==> src/rtl/lcp_pkg.sv <==
// constants, message layout and state codes shared by both link control ends
package lcp_pkg;

  // ------------------------------------------------------------------
  // timing
  // ------------------------------------------------------------------
  localparam int CLK_HZ = 200_000_000;
  localparam int ACK_WAIT_MS = 1000;
  localparam int ACK_WAIT_CYCLES = (CLK_HZ / 1000) * ACK_WAIT_MS;

  // ------------------------------------------------------------------
  // message coding
  // ------------------------------------------------------------------
  localparam logic [7:0] MIN_MSG_OCTETS = 8'h04;
  localparam logic [7:0] PROTO_DISC = 8'h48;
  localparam logic [7:0] MT_LINK_CTRL = 8'h30;
  localparam logic [7:0] MT_LINK_ACK = 8'h31;
  localparam logic [3:0] FN_IE_LEN = 4'h3;
  localparam logic [6:0] FN_CODE_MAX = 7'h07;
  localparam logic [7:0] TX_MSG_OCTETS = 8'h07;
  localparam logic [15:0] LINK_ADDR_DEF = 16'h0001;
  localparam int QUEUE_DEPTH = 4;

  // ------------------------------------------------------------------
  // error report cause bits
  // ------------------------------------------------------------------
  localparam int ERR_PROTO_BIT = 0;
  localparam int ERR_STATE_BIT = 1;
  localparam int ERR_TIMEOUT_BIT = 2;

  typedef enum logic [1:0] {
    LCP_OUT_OF_SERVICE = 2'h0,
    LCP_IN_SERVICE = 2'h1,
    LCP_AWAIT_ACK = 2'h3
  } lcp_state_t;

  typedef struct packed {
    logic [7:0] octets;
    logic [7:0] disc;
    logic [15:0] addr;
    logic [7:0] mtype;
    logic fnPresent;
    logic [3:0] fnLen;
    logic [6:0] fnCode;
    logic unknownIe;
    logic repeatedIe;
  } lcp_msg_t;

endpackage

==> src/rtl/lcp_link_if.sv <==
// message link joining the access side end and the exchange side end
`timescale 1ns/1ps
interface lcp_link_if;
  logic anTxValid;
  lcp_pkg::lcp_msg_t anTxMsg;
  logic leTxValid;
  lcp_pkg::lcp_msg_t leTxMsg;

  modport an (output anTxValid, output anTxMsg, input leTxValid, input leTxMsg);
  modport le (output leTxValid, output leTxMsg, input anTxValid, input anTxMsg);
endinterface

==> src/rtl/lcp_an_end.sv <==
// link control protocol entity core and its access side end
//
// Overview of operation
// RQ1 - missing mandatory element: report, discard message
// RQ2 - unknown elements: strip, report, keep processing
// RQ3 - bad element length or code: report, discard
// RQ4 - acknowledge timer within ten percent of nominal
// RQ5 - one second timer, started on send, stopped by ack
// RQ6 - traffic on moves out of service to service
// RQ7 - traffic off stops timer, returns out of service
// RQ8 - out of service: requests and messages report error
// RQ9 - in service: request sends message, starts timer
// RQ10 - requests while awaiting ack are saved
// RQ11 - received link control answered, forwarded to management
// RQ12 - ack while awaiting returns to service; else ignored
// RQ13 - first expiry resends; second reports, returns to service
// RQ14 - ordered request queue drained only in service
// RQ15 - message under four octets reported and discarded
// RQ16 - timeout counted in clock cycles by constant
`timescale 1ns/1ps
module lcp_core #(
  parameter logic [15:0] LINK_ADDR = lcp_pkg::LINK_ADDR_DEF,
  parameter int TIMEOUT_CYCLES = lcp_pkg::ACK_WAIT_CYCLES,
  parameter int QDEPTH = lcp_pkg::QUEUE_DEPTH
) (
  input wire logic clk, // system clock
  input wire logic rstn, // async reset, active low
  input wire logic mgmtTrafficOn, // start traffic pulse
  input wire logic mgmtTrafficOff, // stop traffic pulse
  input wire logic functionRequest, // function request pulse
  input wire logic [6:0] reqFunc, // requested link function
  output logic reqReady, // queue can take a request
  output logic mgmtErrorReport, // error report pulse
  output logic [2:0] errCause, // cause bits of the report
  output logic indValid, // received function forwarded
  output logic [6:0] indFunc, // forwarded function
  output logic [15:0] indAddr, // forwarded layer 3 address
  output lcp_pkg::lcp_state_t linkState, // protocol state
  input wire logic rxValid, // message from peer
  input lcp_pkg::lcp_msg_t rxMsg, // received message
  output logic txValid, // message to peer
  output lcp_pkg::lcp_msg_t txMsg // sent message
);

  localparam int TW = $clog2(TIMEOUT_CYCLES + 1);
  localparam int CW = $clog2(QDEPTH + 1);
  localparam logic [TW-1:0] TMR_LOAD = TW'(TIMEOUT_CYCLES - 1); // see RQ4 RQ16
  localparam logic [CW-1:0] QFULL = CW'(QDEPTH);

  typedef struct packed {
    lcp_pkg::lcp_state_t st;
    logic [TW-1:0] tmr;
    logic expired1;
    logic [6:0] sentFn;
    logic [QDEPTH-1:0][6:0] q;
    logic [CW-1:0] cnt;
    logic ready;
    logic errValid;
    logic [2:0] cause;
    logic indValid;
    logic [6:0] indFunc;
    logic [15:0] indAddr;
    logic txValid;
    lcp_pkg::lcp_msg_t txMsg;
  } lcp_core_t;

  lcp_core_t s_r;
  lcp_core_t s_nxt;

  // ------------------------------------------------------------------
  // message helpers
  // ------------------------------------------------------------------
  // returns {report, discard}
  function automatic logic [1:0] checkMsg(lcp_pkg::lcp_msg_t m);
    logic rep;
    logic drop;
    rep = 1'b0;
    drop = 1'b0;
    if (m.octets < lcp_pkg::MIN_MSG_OCTETS) begin // see RQ15
      rep = 1'b1;
      drop = 1'b1;
    end else if (m.disc != lcp_pkg::PROTO_DISC || m.addr != LINK_ADDR || m.repeatedIe ||
                 (m.mtype != lcp_pkg::MT_LINK_CTRL && m.mtype != lcp_pkg::MT_LINK_ACK)) begin
      rep = 1'b1;
      drop = 1'b1;
    end else if (!m.fnPresent) begin // see RQ1
      rep = 1'b1;
      drop = 1'b1;
    end else if (m.fnLen != lcp_pkg::FN_IE_LEN || m.fnCode > lcp_pkg::FN_CODE_MAX) begin // see RQ3
      rep = 1'b1;
      drop = 1'b1;
    end else if (m.unknownIe) begin // see RQ2
      rep = 1'b1;
    end
    return {rep, drop};
  endfunction

  function automatic lcp_pkg::lcp_msg_t mkMsg(logic [7:0] mtype, logic [6:0] fn);
    lcp_pkg::lcp_msg_t m;
    m = '0;
    m.octets = lcp_pkg::TX_MSG_OCTETS;
    m.disc = lcp_pkg::PROTO_DISC;
    m.addr = LINK_ADDR;
    m.mtype = mtype;
    m.fnPresent = 1'b1;
    m.fnLen = lcp_pkg::FN_IE_LEN;
    m.fnCode = fn;
    return m;
  endfunction

  // ------------------------------------------------------------------
  // next state
  // ------------------------------------------------------------------
  always_comb begin
    logic [1:0] chk;
    logic expire;
    logic push;
    chk = 2'b00;
    expire = 1'b0;
    push = 1'b0;
    s_nxt = s_r;
    s_nxt.errValid = 1'b0;
    s_nxt.cause = 3'h0;
    s_nxt.indValid = 1'b0;
    s_nxt.txValid = 1'b0;
    if (s_r.st == lcp_pkg::LCP_AWAIT_ACK && s_r.tmr != '0) begin
      s_nxt.tmr = s_r.tmr - TW'(1); // see RQ5
    end
    expire = s_r.st == lcp_pkg::LCP_AWAIT_ACK && s_r.tmr == '0;
    if (functionRequest && s_r.ready) begin
      if (s_r.st == lcp_pkg::LCP_OUT_OF_SERVICE) begin
        s_nxt.cause[lcp_pkg::ERR_STATE_BIT] = 1'b1; // see RQ8
      end else begin
        push = 1'b1; // see RQ10
      end
    end
    if (rxValid) begin
      chk = checkMsg(rxMsg);
      s_nxt.cause[lcp_pkg::ERR_PROTO_BIT] = chk[1];
      if (!chk[0]) begin
        if (s_r.st == lcp_pkg::LCP_OUT_OF_SERVICE) begin
          s_nxt.cause[lcp_pkg::ERR_STATE_BIT] = 1'b1; // see RQ8
        end else if (rxMsg.mtype == lcp_pkg::MT_LINK_CTRL) begin
          s_nxt.txValid = 1'b1; // see RQ11
          s_nxt.txMsg = mkMsg(lcp_pkg::MT_LINK_ACK, rxMsg.fnCode);
          s_nxt.indValid = 1'b1;
          s_nxt.indFunc = rxMsg.fnCode;
          s_nxt.indAddr = rxMsg.addr;
        end else if (s_r.st == lcp_pkg::LCP_AWAIT_ACK && rxMsg.fnCode == s_r.sentFn) begin
          s_nxt.st = lcp_pkg::LCP_IN_SERVICE; // see RQ12
          s_nxt.tmr = '0; // see RQ5
        end
      end
    end else if (expire) begin
      if (!s_r.expired1) begin
        s_nxt.txValid = 1'b1; // see RQ13
        s_nxt.txMsg = mkMsg(lcp_pkg::MT_LINK_CTRL, s_r.sentFn);
        s_nxt.tmr = TMR_LOAD;
        s_nxt.expired1 = 1'b1;
      end else begin
        s_nxt.cause[lcp_pkg::ERR_TIMEOUT_BIT] = 1'b1; // see RQ13
        s_nxt.st = lcp_pkg::LCP_IN_SERVICE;
      end
    end else if (s_r.st == lcp_pkg::LCP_IN_SERVICE && s_r.cnt != '0) begin
      s_nxt.txValid = 1'b1; // see RQ9
      s_nxt.txMsg = mkMsg(lcp_pkg::MT_LINK_CTRL, s_r.q[0]);
      s_nxt.sentFn = s_r.q[0];
      s_nxt.tmr = TMR_LOAD; // see RQ5
      s_nxt.expired1 = 1'b0;
      s_nxt.st = lcp_pkg::LCP_AWAIT_ACK;
      for (int i = 0; i < QDEPTH - 1; i++) begin
        s_nxt.q[i] = s_r.q[i+1]; // see RQ14
      end
      s_nxt.cnt = s_r.cnt - CW'(1);
    end
    if (push) begin
      s_nxt.q[s_nxt.cnt] = reqFunc; // see RQ14
      s_nxt.cnt = s_nxt.cnt + CW'(1);
    end
    if (mgmtTrafficOff && s_r.st != lcp_pkg::LCP_OUT_OF_SERVICE) begin
      s_nxt.st = lcp_pkg::LCP_OUT_OF_SERVICE; // see RQ7
      s_nxt.tmr = '0;
      s_nxt.cnt = '0;
    end else if (mgmtTrafficOn && s_r.st == lcp_pkg::LCP_OUT_OF_SERVICE) begin
      s_nxt.st = lcp_pkg::LCP_IN_SERVICE; // see RQ6
    end
    s_nxt.ready = s_nxt.cnt != QFULL;
    s_nxt.errValid = |s_nxt.cause;
  end

  always_ff @(posedge clk or negedge rstn) begin
    if (!rstn) begin
      s_r <= '0;
      s_r.st <= lcp_pkg::LCP_OUT_OF_SERVICE;
      s_r.ready <= 1'b1;
    end else begin
      s_r <= s_nxt;
    end
  end

  // ------------------------------------------------------------------
  // outputs
  // ------------------------------------------------------------------
  assign reqReady = s_r.ready;
  assign mgmtErrorReport = s_r.errValid;
  assign errCause = s_r.cause;
  assign indValid = s_r.indValid;
  assign indFunc = s_r.indFunc;
  assign indAddr = s_r.indAddr;
  assign linkState = s_r.st;
  assign txValid = s_r.txValid;
  assign txMsg = s_r.txMsg;

endmodule

// access side end on the link
module lcp_an_end #(
  parameter logic [15:0] LINK_ADDR = lcp_pkg::LINK_ADDR_DEF,
  parameter int TIMEOUT_CYCLES = lcp_pkg::ACK_WAIT_CYCLES,
  parameter int QDEPTH = lcp_pkg::QUEUE_DEPTH
) (
  input wire logic clk, // system clock
  input wire logic rstn, // async reset, active low
  input wire logic mgmtTrafficOn, // start traffic pulse
  input wire logic mgmtTrafficOff, // stop traffic pulse
  input wire logic functionRequest, // function request pulse
  input wire logic [6:0] reqFunc, // requested link function
  output logic reqReady, // queue can take a request
  output logic mgmtErrorReport, // error report pulse
  output logic [2:0] errCause, // cause bits of the report
  output logic indValid, // received function forwarded
  output logic [6:0] indFunc, // forwarded function
  output logic [15:0] indAddr, // forwarded layer 3 address
  output lcp_pkg::lcp_state_t linkState, // protocol state
  lcp_link_if.an link // message link to the exchange end
);

  lcp_core #(.LINK_ADDR(LINK_ADDR), .TIMEOUT_CYCLES(TIMEOUT_CYCLES), .QDEPTH(QDEPTH)) u_core (
    .clk(clk),
    .rstn(rstn),
    .mgmtTrafficOn(mgmtTrafficOn),
    .mgmtTrafficOff(mgmtTrafficOff),
    .functionRequest(functionRequest),
    .reqFunc(reqFunc),
    .reqReady(reqReady),
    .mgmtErrorReport(mgmtErrorReport),
    .errCause(errCause),
    .indValid(indValid),
    .indFunc(indFunc),
    .indAddr(indAddr),
    .linkState(linkState),
    .rxValid(link.leTxValid),
    .rxMsg(link.leTxMsg),
    .txValid(link.anTxValid),
    .txMsg(link.anTxMsg)
  );

endmodule

==> src/flat_wrapper.sv <==
// flat-port wrapper written by rule: the top's interface ports become plain ports
module lcp_an_end_flat 
#(
  parameter logic [15:0] LINK_ADDR = lcp_pkg::LINK_ADDR_DEF,
  parameter int TIMEOUT_CYCLES = lcp_pkg::ACK_WAIT_CYCLES,
  parameter int QDEPTH = lcp_pkg::QUEUE_DEPTH
)
  (clk, rstn, mgmtTrafficOn, mgmtTrafficOff, functionRequest, reqFunc, reqReady, mgmtErrorReport, errCause, indValid, indFunc, indAddr, linkState, link_anTxValid, link_anTxMsg, link_leTxValid, link_leTxMsg);
  lcp_link_if link_i ();
  input wire logic clk;
  input wire logic rstn;
  input wire logic mgmtTrafficOn;
  input wire logic mgmtTrafficOff;
  input wire logic functionRequest;
  input wire logic [6:0] reqFunc;
  output logic reqReady;
  output logic mgmtErrorReport;
  output logic [2:0] errCause;
  output logic indValid;
  output logic [6:0] indFunc;
  output logic [15:0] indAddr;
  output lcp_pkg::lcp_state_t linkState;
  output wire logic [$bits(link_i.anTxValid)-1:0] link_anTxValid;
  output wire logic [$bits(link_i.anTxMsg)-1:0] link_anTxMsg;
  input wire logic [$bits(link_i.leTxValid)-1:0] link_leTxValid;
  input wire logic [$bits(link_i.leTxMsg)-1:0] link_leTxMsg;
  assign link_anTxValid = link_i.anTxValid;
  assign link_anTxMsg = link_i.anTxMsg;
  assign link_i.leTxValid = link_leTxValid;
  assign link_i.leTxMsg = link_leTxMsg;
  lcp_an_end #(.LINK_ADDR(LINK_ADDR), .TIMEOUT_CYCLES(TIMEOUT_CYCLES), .QDEPTH(QDEPTH)) u_core (.clk(clk), .rstn(rstn), .mgmtTrafficOn(mgmtTrafficOn), .mgmtTrafficOff(mgmtTrafficOff), .functionRequest(functionRequest), .reqFunc(reqFunc), .reqReady(reqReady), .mgmtErrorReport(mgmtErrorReport), .errCause(errCause), .indValid(indValid), .indFunc(indFunc), .indAddr(indAddr), .linkState(linkState), .link(link_i));
endmodule
==> config.mk <==
export PLATFORM = sky130hd
export DESIGN_NAME = lcp_an_end_flat
export DESIGN_NICKNAME = d
export VERILOG_FILES = /design/src/rtl/lcp_pkg.sv /design/src/rtl/lcp_link_if.sv /design/src/rtl/lcp_an_end.sv /design/src/flat_wrapper.sv
export SDC_FILE = /design/constraint.sdc
export NUM_CORES = 1
export LEC_CHECK = 0
export BUFFER_PORTS_ARGS = -buffer_cell sky130_fd_sc_hd__buf_2
export CORE_ASPECT_RATIO = 0.5
export CORE_UTILIZATION = 50
export CTS_CLUSTER_SIZE = 24
export DETAILED_ROUTE_END_ITERATION = 16
export GPL_TIMING_DRIVEN = 1
export PLACE_DENSITY = 0.76
export SLEW_MARGIN = 20
export SYNTH_ARGS = -nofsm -noshare
export SYNTH_HDL_FRONTEND = slang
export SYNTH_SLANG_ARGS = --single-unit
==> constraint.sdc <==
create_clock -name clk -period 2.9 [get_ports clk]
set_input_delay 0.145 -clock clk [delete_from_list [all_inputs] [get_ports clk]]
set_output_delay 0.145 -clock clk [all_outputs]
set_load 0.005 [all_outputs]
* Word level (Yosys, flattened, before mapping)
Cells that the tools add are included.
** Cells by class
- $add $sub $neg :: 3
- $lt $le $gt $ge :: 4
- Equality and inequality tests :: 19
- Mux-type cells :: 48
- Bitwise operators :: 4
- Reduce and logical (&&, ||, !) cells :: 27
** Operators by type and width (count)
- $mux W79 :: 3
- $mux W55 :: 4
- $mux W30 :: 5
- $mux W24 :: 4
- $mux W28 :: 2
- $mux W38 :: 1
- $mux W31 :: 1
- $mux W29 :: 1
- $bwmux W28 :: 1
- $logic_not A28 Y1 :: 1
- $reduce_bool A28 Y1 :: 1
- $sub A28 B1 Y28 const B :: 1
- $mux W26 :: 1
- $mux W1 :: 19
- $ne A16 B1 Y1 const B :: 1
- $ne A4 B2 Y1 const B :: 4
- $ne A8 B6 Y1 const B :: 2
- $demux W7 S2 :: 1
- $logic_and A1 B1 Y1 :: 9
- $eq A8 B6 Y1 const B :: 1
- $lt A8 B3 Y1 const B :: 1
- $ne A8 B7 Y1 const B :: 1
- $eq A7 B7 Y1 :: 1
- $gt A7 B3 Y1 const B :: 1
- other kinds (26) :: 38
** Word-level totals
- Register bits :: 153
- Input bits :: 67
- Output and inout bits :: 86
- Logic and storage cells :: 130

* Depth between registers and ports, before layout
Gate-level depths: netlist (run 1).
- Depth after elaboration :: 13
- Depth in mapped cells :: 13
- Gate-level depth less buffers :: 11

* Least setup slack after synthesis (run 1)
OpenSTA, ideal clock, no wires.
- Path type :: register -> register
- Start :: reg u_core.u_core.s_r (netlist bit u_core.u_core.linkState[1])
- End :: reg u_core.u_core.s_r (netlist bit u_core.u_core.reqReady)
- Library setup time :: 0.094 ns
- Arrival :: 2.555 ns
- Required time :: 2.806 ns
- Setup slack :: 0.251 ns
- Cell stages (with the launch flop) :: 11
- Path buffers :: 3
- Clock period less this slack :: 2.649 ns
- Path through :: dfrtp_1 > buf_4 > nor3b_4 > and2_1 > buf_2 > buf_2 > xnor2_1 > ha_1 > ha_1 > mux2_2 > or4_1
** RTL lines
- start, declared :: RTL line lcp_an_end.sv:67 : lcp_core_t s_r;
- start signal, assigned :: RTL line lcp_an_end.sv:197 : s_r <= s_nxt;

==> run metrics, run 1 <==
status finished clean; most area-hungry cell type in the Yosys netlist dfrtp_1; Routed wire per std cell 15.5 µm; Unique masters post-synth between 60 and 70; Data required, critical path roughly 3200 ps; vias in the first global route between 4k and 5k; synth warn 0; diode count 0; Cell Rows 27; Detail Route Antenna Nets 0; CP Capture Type register; die width 157 µm; # DRC 0; die height between 70 and 80 µm; ranking of synthesized cells by area dfrtp_1 (45%), buf_4 (11%), mux2i_1 (3.5%); mean post-synth cell area ~10 µm²; Vias 4402; start point of the critical path u_core.u_core.s_r[84]$_DFF_PN0_; most frequent CP cell ha_1; unrepaired setup endpoints after global routing false; final worst path period share just under 90%; Starting Density 52.9%; Slew Limit Headroom 36.8%; final hold violations 0; worst hold start link_leTxMsg[1]; drt total wl 12500 µm; All-Layer GR Usage a little over a fifth; Filler Cells Inserted 983; Placeable Area approximately 0.011 mm²; Seq cells post-synth around 110; layout cell share with drive strength beyond 1 between 20% and 30%; final cell count without fillers slightly above 800; Placed Cells incl. Taps around 790; critical path class reg -> reg; # setup viols final 0; number of synthesized flops with an enable pin 0; CTS tree done; Clk pin slew, worst setup/hold paths about 70 ps; IO Port Bufs approximately 120; total die area approximately 0.012 mm²; Worst setup SP type register; clk_skew 10.3 ps; CTS root buf clkbuf_16; CP max FO 6; CP top delay family simple AND/OR/NAND/NOR gates; ys flop type dfrtp_1; Area Overhead vs Synth 9.85%; Synth async-reset ratio between 90% and 100%; post-synthesis sequential area ratio 45.2%; HPWL Detailed about 9100 µm; largest net degree at the start of global routing slightly below 60; Area after DPL approximately 0.0063 mm²; Max Slew Vio Count 0; I/O pin cnt between 150 and 200; first-pass GRT wire length ~21000 µm; multi-input logic area about 0.0027 mm²; cell chain of the critical path inv_1 > ha_1 > nand2b_1 > and2_1 > xnor2_1 > ha_1 > ha_1 > mux2_2 > or4_1; P per Cell Area roughly 790 mW/mm²; synthesized instance count 573; gp weighted congestion approximately 0.82; grt total ovfl 0; nets a little over 700; Yosys top cell area share between 40% and 50%; Leakage Power just over 3 nW; hold_ws around 34 ps; Post-Syn Area 0.00598 mm²; CP max stage cell dfrtp_1; count leader, synth dfrtp_1; DRT iter0 DRCs 241; critical path arrival approximately 2800 ps; worst skew pair latency about 350 ps; initial antenna violation count 0; worst min path class in -> reg; Critical R2R Launch u_core.u_core.s_r[84]$_DFF_PN0_; slowest cell delay on critical path a little under 400 ps; VDD IR max 0.422 mV; Min Clock Period, post-route 2520 ps; H-tree Lvls 3; Worst Max-Slew Pin Slew between 900 and 1000 ps; Max-Cap Viols 0; WP buf/inv 1; clock sink count about 110; Via density about 5.4; FMAX 0.397 GHz; register area 0.00270 mm²; Pre-Repair DR Iteration Count 4; final non-filler cell area 0.00657 mm²; commonest cells in the netlist dfrtp_1 (107), buf_4 (88), nand2_1 (41); CTS Buf Count 9; Clock Path Buffers 2; setup TNS 0 ps
==> flip-flops by register name, summed over array words and instances (netlist names) <==
signal	count
u_core.u_core.s_r	67
u_core.u_core.indAddr	16
u_core.u_core.txMsg	9
u_core.u_core.indFunc	7
u_core.u_core.errCause	3
u_core.u_core.linkState	2
u_core.u_core.indValid	1
u_core.u_core.mgmtErrorReport	1
u_core.u_core.reqReady	1
u_core.u_core.txValid	1
==> placed cells by master, fill, tap and decap left out, types with 3 or more instances in the layout <==
master,Yosys,layout
mux2_2,11,11
o31ai_1,8,8
nor2b_1,21,21
ha_1,8,8
a22o_1,3,3
nor4_4,3,3
o21ai_0,35,35
or4_1,13,13
nor3_1,6,6
or2_2,4,4
a21oi_1,6,6
conb_1,1,35
a31oi_1,16,16
xor2_1,11,11
mux2i_1,21,21
xnor2_1,4,4
nor4b_4,0,3
and3_1,5,5
nor4_2,3,3
inv_1,11,11
clkbuf_16,0,9
buf_4,88,14
a21o_1,5,5
nand2_1,41,41
nand3_1,8,8
or3_1,16,16
nor4_1,16,16
o21bai_1,3,3
dfrtp_1,107,107
buf_2,7,114
nor4bb_1,6,6
a221o_1,7,7
nor2_1,16,16
nor4b_1,3,3
nand4_1,7,7
a211oi_1,7,7
==> worst reg2reg max path: stages, from the launching register on <==
cell and delay, ps:
dfrtp_1 390, inv_1 130, ha_1 180, nand2b_1 120, and2_1 190, xnor2_1 290, ha_1 240, ha_1 230
mux2_2 270, or4_1 390
==> layer usage <==
metal / part of all wire (%) / track usage, %
met2: 49 / 35.7
met5: 0 / 0
met1: 45 / 28.3
met3: 4.7 / 4.86
met4: 1.4 / 6.57
==> where the power goes <==
group,total (mW),switching (mW),leakage (nW),internal (mW)
Clock,1.15,0.562,0.133,0.591
Combinational,1.74,0.955,1.57,0.785
Sequential,2.30,0.360,1.41,1.94
Total,5.19,1.88,3.11,3.31
==> per-stage QoR <==
step / total power [mW] / util, % / setup WS [ps]
floorplan: 3.61 / - / 251
global placement: 3.93 / 55.3 / 321
detailed placement: 4.02 / 55.3 / 150
CTS: 5.18 / 57.8 / 140
global route: 5.55 / 58.1 / 210
finish: 5.19 / 58.1 / 381
==> cells by family after synthesis <==
family | after synthesis | share of synthesized area (%)
other cells | 1 | 0.0627
compound gates | 101 | 11.2
flops | 108 | 45.2
simple gates | 193 | 20.9
mux | 32 | 5.58
buf+inv | 114 | 12.8
xor+xnor | 16 | 2.57
fa+ha+maj | 8 | 1.67
==> final cells by class <==
class | instances | area share [%]
sequential | 108 | 41.1
multi-input combinational | 385 | 40.6
timing repair buffer | 129 | 10.4
clock buffer | 10 | 3.48
tap | 159 | 3.03
clock inverter | 6 | 0.723
inverter | 11 | 0.628
==> timing repair <==
item / in CTS / in global routing
hold buffers: 1 / 0
setup endpoints to repair: 0 / 12
setup buffers: 0 / 0
endpoints found under the hold margin: 54 / 0
gates resized for setup: 0 / 2
==> final timing paths <==
check / endpoint / slack [ps] / cells past startpoint
max: u_core.u_core.reqReady$_DFF_PN1_ / 380 / 9
min: u_core.u_core.errCause[0]$_DFF_PN0_ / 30 / 3
max reg2reg: u_core.u_core.reqReady$_DFF_PN1_ / 380 / 9
min reg2reg: u_core.u_core.indAddr[0]$_DFFE_PN0P_ / 470 / 1
max in group asynchronous: u_core.u_core.s_r[112]$_DFFE_PN0P_ / 1680 / 3
min in group asynchronous: u_core.u_core.s_r[141]$_DFF_PN0_ / 410 / 2
Note: power is estimated with default switching activity, not from simulation.
==> inputs of run 2 (changes only) <==
==> constraint.sdc (replaced) <==
create_clock -name clk -period 3.1 [get_ports clk]
set_input_delay 0.155 -clock clk [delete_from_list [all_inputs] [get_ports clk]]
set_output_delay 0.155 -clock clk [all_outputs]
set_load 0.005 [all_outputs]
==> run metrics, run 2 (same netlist as run 1, synthesis figures left out) <==
first-pass GRT wire length around 21000 µm; status finished clean; vias in the first global route approximately 4.2k; total setup buffers inserted after CTS 0; Min Clock Period, post-route around 2800 ps; I/O pin cnt around 150; P per Cell Area 748 mW/mm²; layout cell share with drive strength beyond 1 between 20% and 30%; clock sink count approximately 110; Area Overhead vs Synth 9.79%; die width 157 µm; Clock Path Buffers 2; clock network fraction of total power between 20% and 30%; largest net degree at the start of global routing 66; max reg flops between 60 and 70; critical path arrival a little under 3000 ps; FMAX 0.360 GHz; Pre-Repair DR Iteration Count 4; die height 79.4 µm; most common cell after layout, fill and taps aside buf_2; final hold violations 0; clk_skew about 10 ps; Via density ~5.5; nets between 700 and 800; Detail Route Antenna Nets 0; Slew Limit Headroom between 30 and 40%; worst skew pair latency ~350 ps; CTS tree done; # setup viols final 0; sw power between 1.5 and 2 mW; setup TNS 0 ps; diode count 0; Largest Register u_core.u_core.s_r; Sw Share approximately 36%; worst min path class in -> reg; Max Slew Vio Count 0; Clk pin slew, worst setup/hold paths approximately 80 ps; HPWL Detailed between 8000 and 9000 µm; total power approximately 4.9 mW; internal power about 3.1 mW; Routed wire per std cell 15.5 µm; initial antenna violation count 0; CTS root buf clkbuf_16; drt total wl ~13000 µm; VDD IR max between 0.3 and 0.4 mV; CTS Buf Count 9; hold_ws between 40 and 50 ps; Data required, critical path approximately 3300 ps; H-tree Lvls 3; CP max FO 14; Worst setup SP type register; most frequent cells in the layout buf_2 (114), dfrtp_1 (107), nand2_1 (41); DRT iter0 DRCs 293; Max-Cap Viols 0; CP Capture Type register; Gate power share between 30 and 40%; # DRC 0; Vias approximately 4.4k; Placeable Area between 0.01 and 0.015 mm²; Starting Density a little over half; gp weighted congestion around 0.83; All-Layer GR Usage a little over a fifth; Cell Rows 27; unrepaired setup endpoints after global routing false; Worst Max-Slew Pin Slew between 1000 and 1500 ps; Sequential Power Share between 40% and 50%; grt total ovfl 0; final worst path period share between 80% and 90%; Leakage Power just over 3 nW; IO Port Bufs between 100 and 150; total die area roughly 0.012 mm²; critical path class reg -> reg
## run 2: per-stage QoR
| stage | area [µm²] | cells | utilization (%) | setup slack (ps) |
|---|---|---|---|---|
| 3_5_place_dp | 6260 | 789 | 55.3 | 331 |
| 5_1_grt | 6570 | 806 | 58.0 | 9.10 |
| 4_1_cts | 6560 | 806 | 58.0 | 305 |
| 6_report | 6570 | 806 | 58.0 | 319 |
| 2_1_floorplan | 6110 | 607 | - | 451 |
| 3_3_place_gp | 6260 | 789 | 55.3 | 477 |
## run 2: area by class of cell
type,count,area [µm²]
Clock buffer,11,243
Clock inverter,5,50.0
Fill cell,937,4750
Inverter,11,41.3
Multi-Input combinational cell,385,2650
Sequential cell,108,2700
Tap cell,159,199
Timing Repair Buffer,127,683
## run 2: worst paths after layout
check	startpoint	to	slack (ps)	depth (start not counted)
setup / recovery	u_core.u_core.linkState[1]$_DFFE_PN0P_	u_core.u_core.s_r[95]$_DFF_PN0_	320	8
hold / removal	mgmtTrafficOn	u_core.u_core.linkState[0]$_DFFE_PN0P_	50	3
setup reg to reg	u_core.u_core.linkState[1]$_DFFE_PN0P_	u_core.u_core.s_r[95]$_DFF_PN0_	320	8
hold reg to reg	u_core.u_core.txMsg[14]$_DFFE_PN0P_	u_core.u_core.txMsg[14]$_DFFE_PN0P_	470	1
max in group asynchronous	rstn	u_core.u_core.reqReady$_DFF_PN1_	1970	3
min in group asynchronous	rstn	u_core.u_core.s_r[142]$_DFF_PN0_	360	2
## run 2: per-layer routing
layer	vias up	global-route usage (%)	routed length, µm
met5	-	0	0
met4	0	5.78	144
met3	11	4.09	436
met2	105	35.8	6020
met1	2170	28.8	5900
li1	2108	-	-
## run 2: what timing repair did
action                                  in CTS  in global routing
endpoints found under the setup margin       0                  4
hold endpoints to repair                    43                  0
resized for setup                            0                  1
hold buffers                                 1                  0
## run 2: worst max-delay path: stages, from the launching register on
cell     delay, ps
dfrtp_1        520
nor3b_4        370
nand2_1        130
nand2_1         80
o21ai_0        170
inv_1          150
ha_1           150
nor4b_2        820
o21ai_0        230
## run 2: power groups by stage
| stage | Sequential, mW | Clock (mW) | Combinational, mW |
|---|---|---|---|
| 2_1_floorplan | 2.08 | 0 | 1.30 |
| 3_3_place_gp | 2.16 | 0 | 1.53 |
| 3_5_place_dp | 2.18 | 0 | 1.61 |
| 4_1_cts | 2.16 | 1.16 | 1.61 |
| 5_1_grt | 2.23 | 1.22 | 1.83 |
| 6_report | 2.17 | 1.13 | 1.62 |
==> inputs of run 3 (changes only) <==
==> constraint.sdc (replaced) <==
create_clock -name clk -period 3.1 [get_ports clk]
set_input_delay 0.31 -clock clk [delete_from_list [all_inputs] [get_ports clk]]
set_output_delay 0.31 -clock clk [all_outputs]
set_load 0.005 [all_outputs]
==> run metrics, run 3 (same netlist as run 1, synthesis figures left out) <==
status complete, but fails checks; failing checks negative hold slack; VDD IR max 0.338 mV; Via density around 5.5; die height roughly 80 µm; clk_skew around 10 ps; Clock Path Buffers 2; Reg2Reg Depth 7; most frequent CP cell ha_1; vias in the first global route ~4.3k; total power just under 5 mW; clock sink count approximately 110; Filler Cells Inserted approximately 980; initial antenna violation count 0; worst min path class in -> async; PnR worst setup slack around 530 ps; Detail Route Antenna Nets 0; Max Slew Vio Count 0; DRT iter0 DRCs about 330; unrepaired setup endpoints after global routing false; grt total ovfl 0; final worst path period share between 80% and 90%; Min Clock Period, post-route 2570 ps; die width roughly 160 µm; FMAX around 0.39 GHz; max reg flops 67; Max-Cap Viols 0; total setup buffers inserted after CTS 0; most frequent cells in the layout buf_2 (114), dfrtp_1 (107), nand2_1 (41); Placeable Area roughly 0.011 mm²; Cell Rows 27; CP max stage cell dfrtp_1; CTS tree done; final hold violations 19; cell chain of the critical path nor3b_4 > nand2_1 > o21ai_0 > ha_1 > ha_1 > mux2_2 > or4_1; Pre-Repair DR Iteration Count 4; Leakage Power 3.12 nW; nets a little over 700; drt total wl 12700 µm; Hold Buf Count CTS 0; P per Cell Area approximately 750 mW/mm²; Area Overhead vs Synth 10.1%; Worst setup SP type register; critical path arrival 2840 ps; CTS Buf Count 9; largest net degree at the start of global routing 62; IO Port Bufs roughly 120; Worst Max-Slew Pin Slew 927 ps; most common cell after layout, fill and taps aside buf_2; CTS root buf clkbuf_16; slowest cell delay on critical path ~520 ps; cts repair resizes 0; diode count 0; All-Layer GR Usage 21.7%; Slew Limit Headroom around two fifths; Largest Register u_core.u_core.s_r; total die area 0.0124 mm²; Starting Density roughly 53%; layout cell share with drive strength beyond 1 ~28%; # DRC 0; Vias approximately 4.4k; hold_ws -7.65 ps; Clk pin slew, worst setup/hold paths 70 ps; Data required, critical path ~3400 ps; CP max FO 11; HPWL Detailed ~9100 µm; I/O pin cnt approximately 150; critical path class reg -> reg; gp weighted congestion 0.866; # setup viols final 0; dpl ws slightly above 300 ps; H-tree Lvls 3; first-pass GRT wire length ~21000 µm; Routed wire per std cell ~16 µm; CP Capture Type register; setup TNS 0 ps; worst skew pair latency roughly 360 ps
[run 3: cell types whose count changed in the layout (fill, tap and decap cells not counted), sizes merged]
cell	before	now
inv	15	13
clkinv	0	3
buf	126	127
clkbuf	11	10
dlygate4sd3	1	0
[run 3: critical path, delay by kind of cell, from the launching register on]
kind | cells | cell delay (ps)
flip-flops | 1 | 520
adder cells (fa/ha/maj) | 2 | 440
multiplexers | 1 | 270
AO/OA/AOI/OAI | 1 | 370
AND/OR/NAND/NOR | 3 | 890
[run 3: metal layers]
metal	wire (µm)	GRT usage, %
met2	6140	35.2
met5	0	0
met4	225	7.45
met1	5760	28.7
met3	555	5.13
[run 3: area by class of cell]
type / count / area [µm²] / share of cell area (%)
multi-input cells: 385 / 2660 / 40.3
flip-flops and latches: 108 / 2700 / 41.0
repair buffers: 127 / 681 / 10.3
inverters: 11 / 41.3 / 0.627
clock buffers: 10 / 239 / 3.63
well taps: 159 / 199 / 3.02
clock inverters: 6 / 68.8 / 1.04
[run 3: final timing paths]
check / from / endpoint / slack (ps)
max: u_core.u_core.linkState[1]$_DFFE_PN0P_ / u_core.u_core.reqReady$_DFF_PN1_ / 530
min: rstn / u_core.u_core.s_r[144]$_DFF_PN0_ / -8
max reg2reg: u_core.u_core.linkState[1]$_DFFE_PN0P_ / u_core.u_core.reqReady$_DFF_PN1_ / 530
min reg2reg: u_core.u_core.txMsg[14]$_DFFE_PN0P_ / u_core.u_core.txMsg[14]$_DFFE_PN0P_ / 490
max in group asynchronous: rstn / u_core.u_core.indAddr[12]$_DFFE_PN0P_ / 2360
min in group clk: mgmtTrafficOn / u_core.u_core.linkState[0]$_DFFE_PN0P_ / 160
[run 3: per-stage QoR]
stage | std cells | cell area, µm² | utilization [%]
final | 806 | 6590 | 58.2
after global routing | 806 | 6590 | 58.2
after CTS | 806 | 6570 | 58.1
after detailed placement | 790 | 6260 | 55.4
after global placement | 790 | 6260 | 55.4
after floorplan | 607 | 6110 | -
[run 3: report_power, final]
part           internal, mW  switching, mW  total (mW)
logic                 0.744          0.877        1.62
registers              1.81          0.354        2.17
clock network         0.591          0.568        1.16
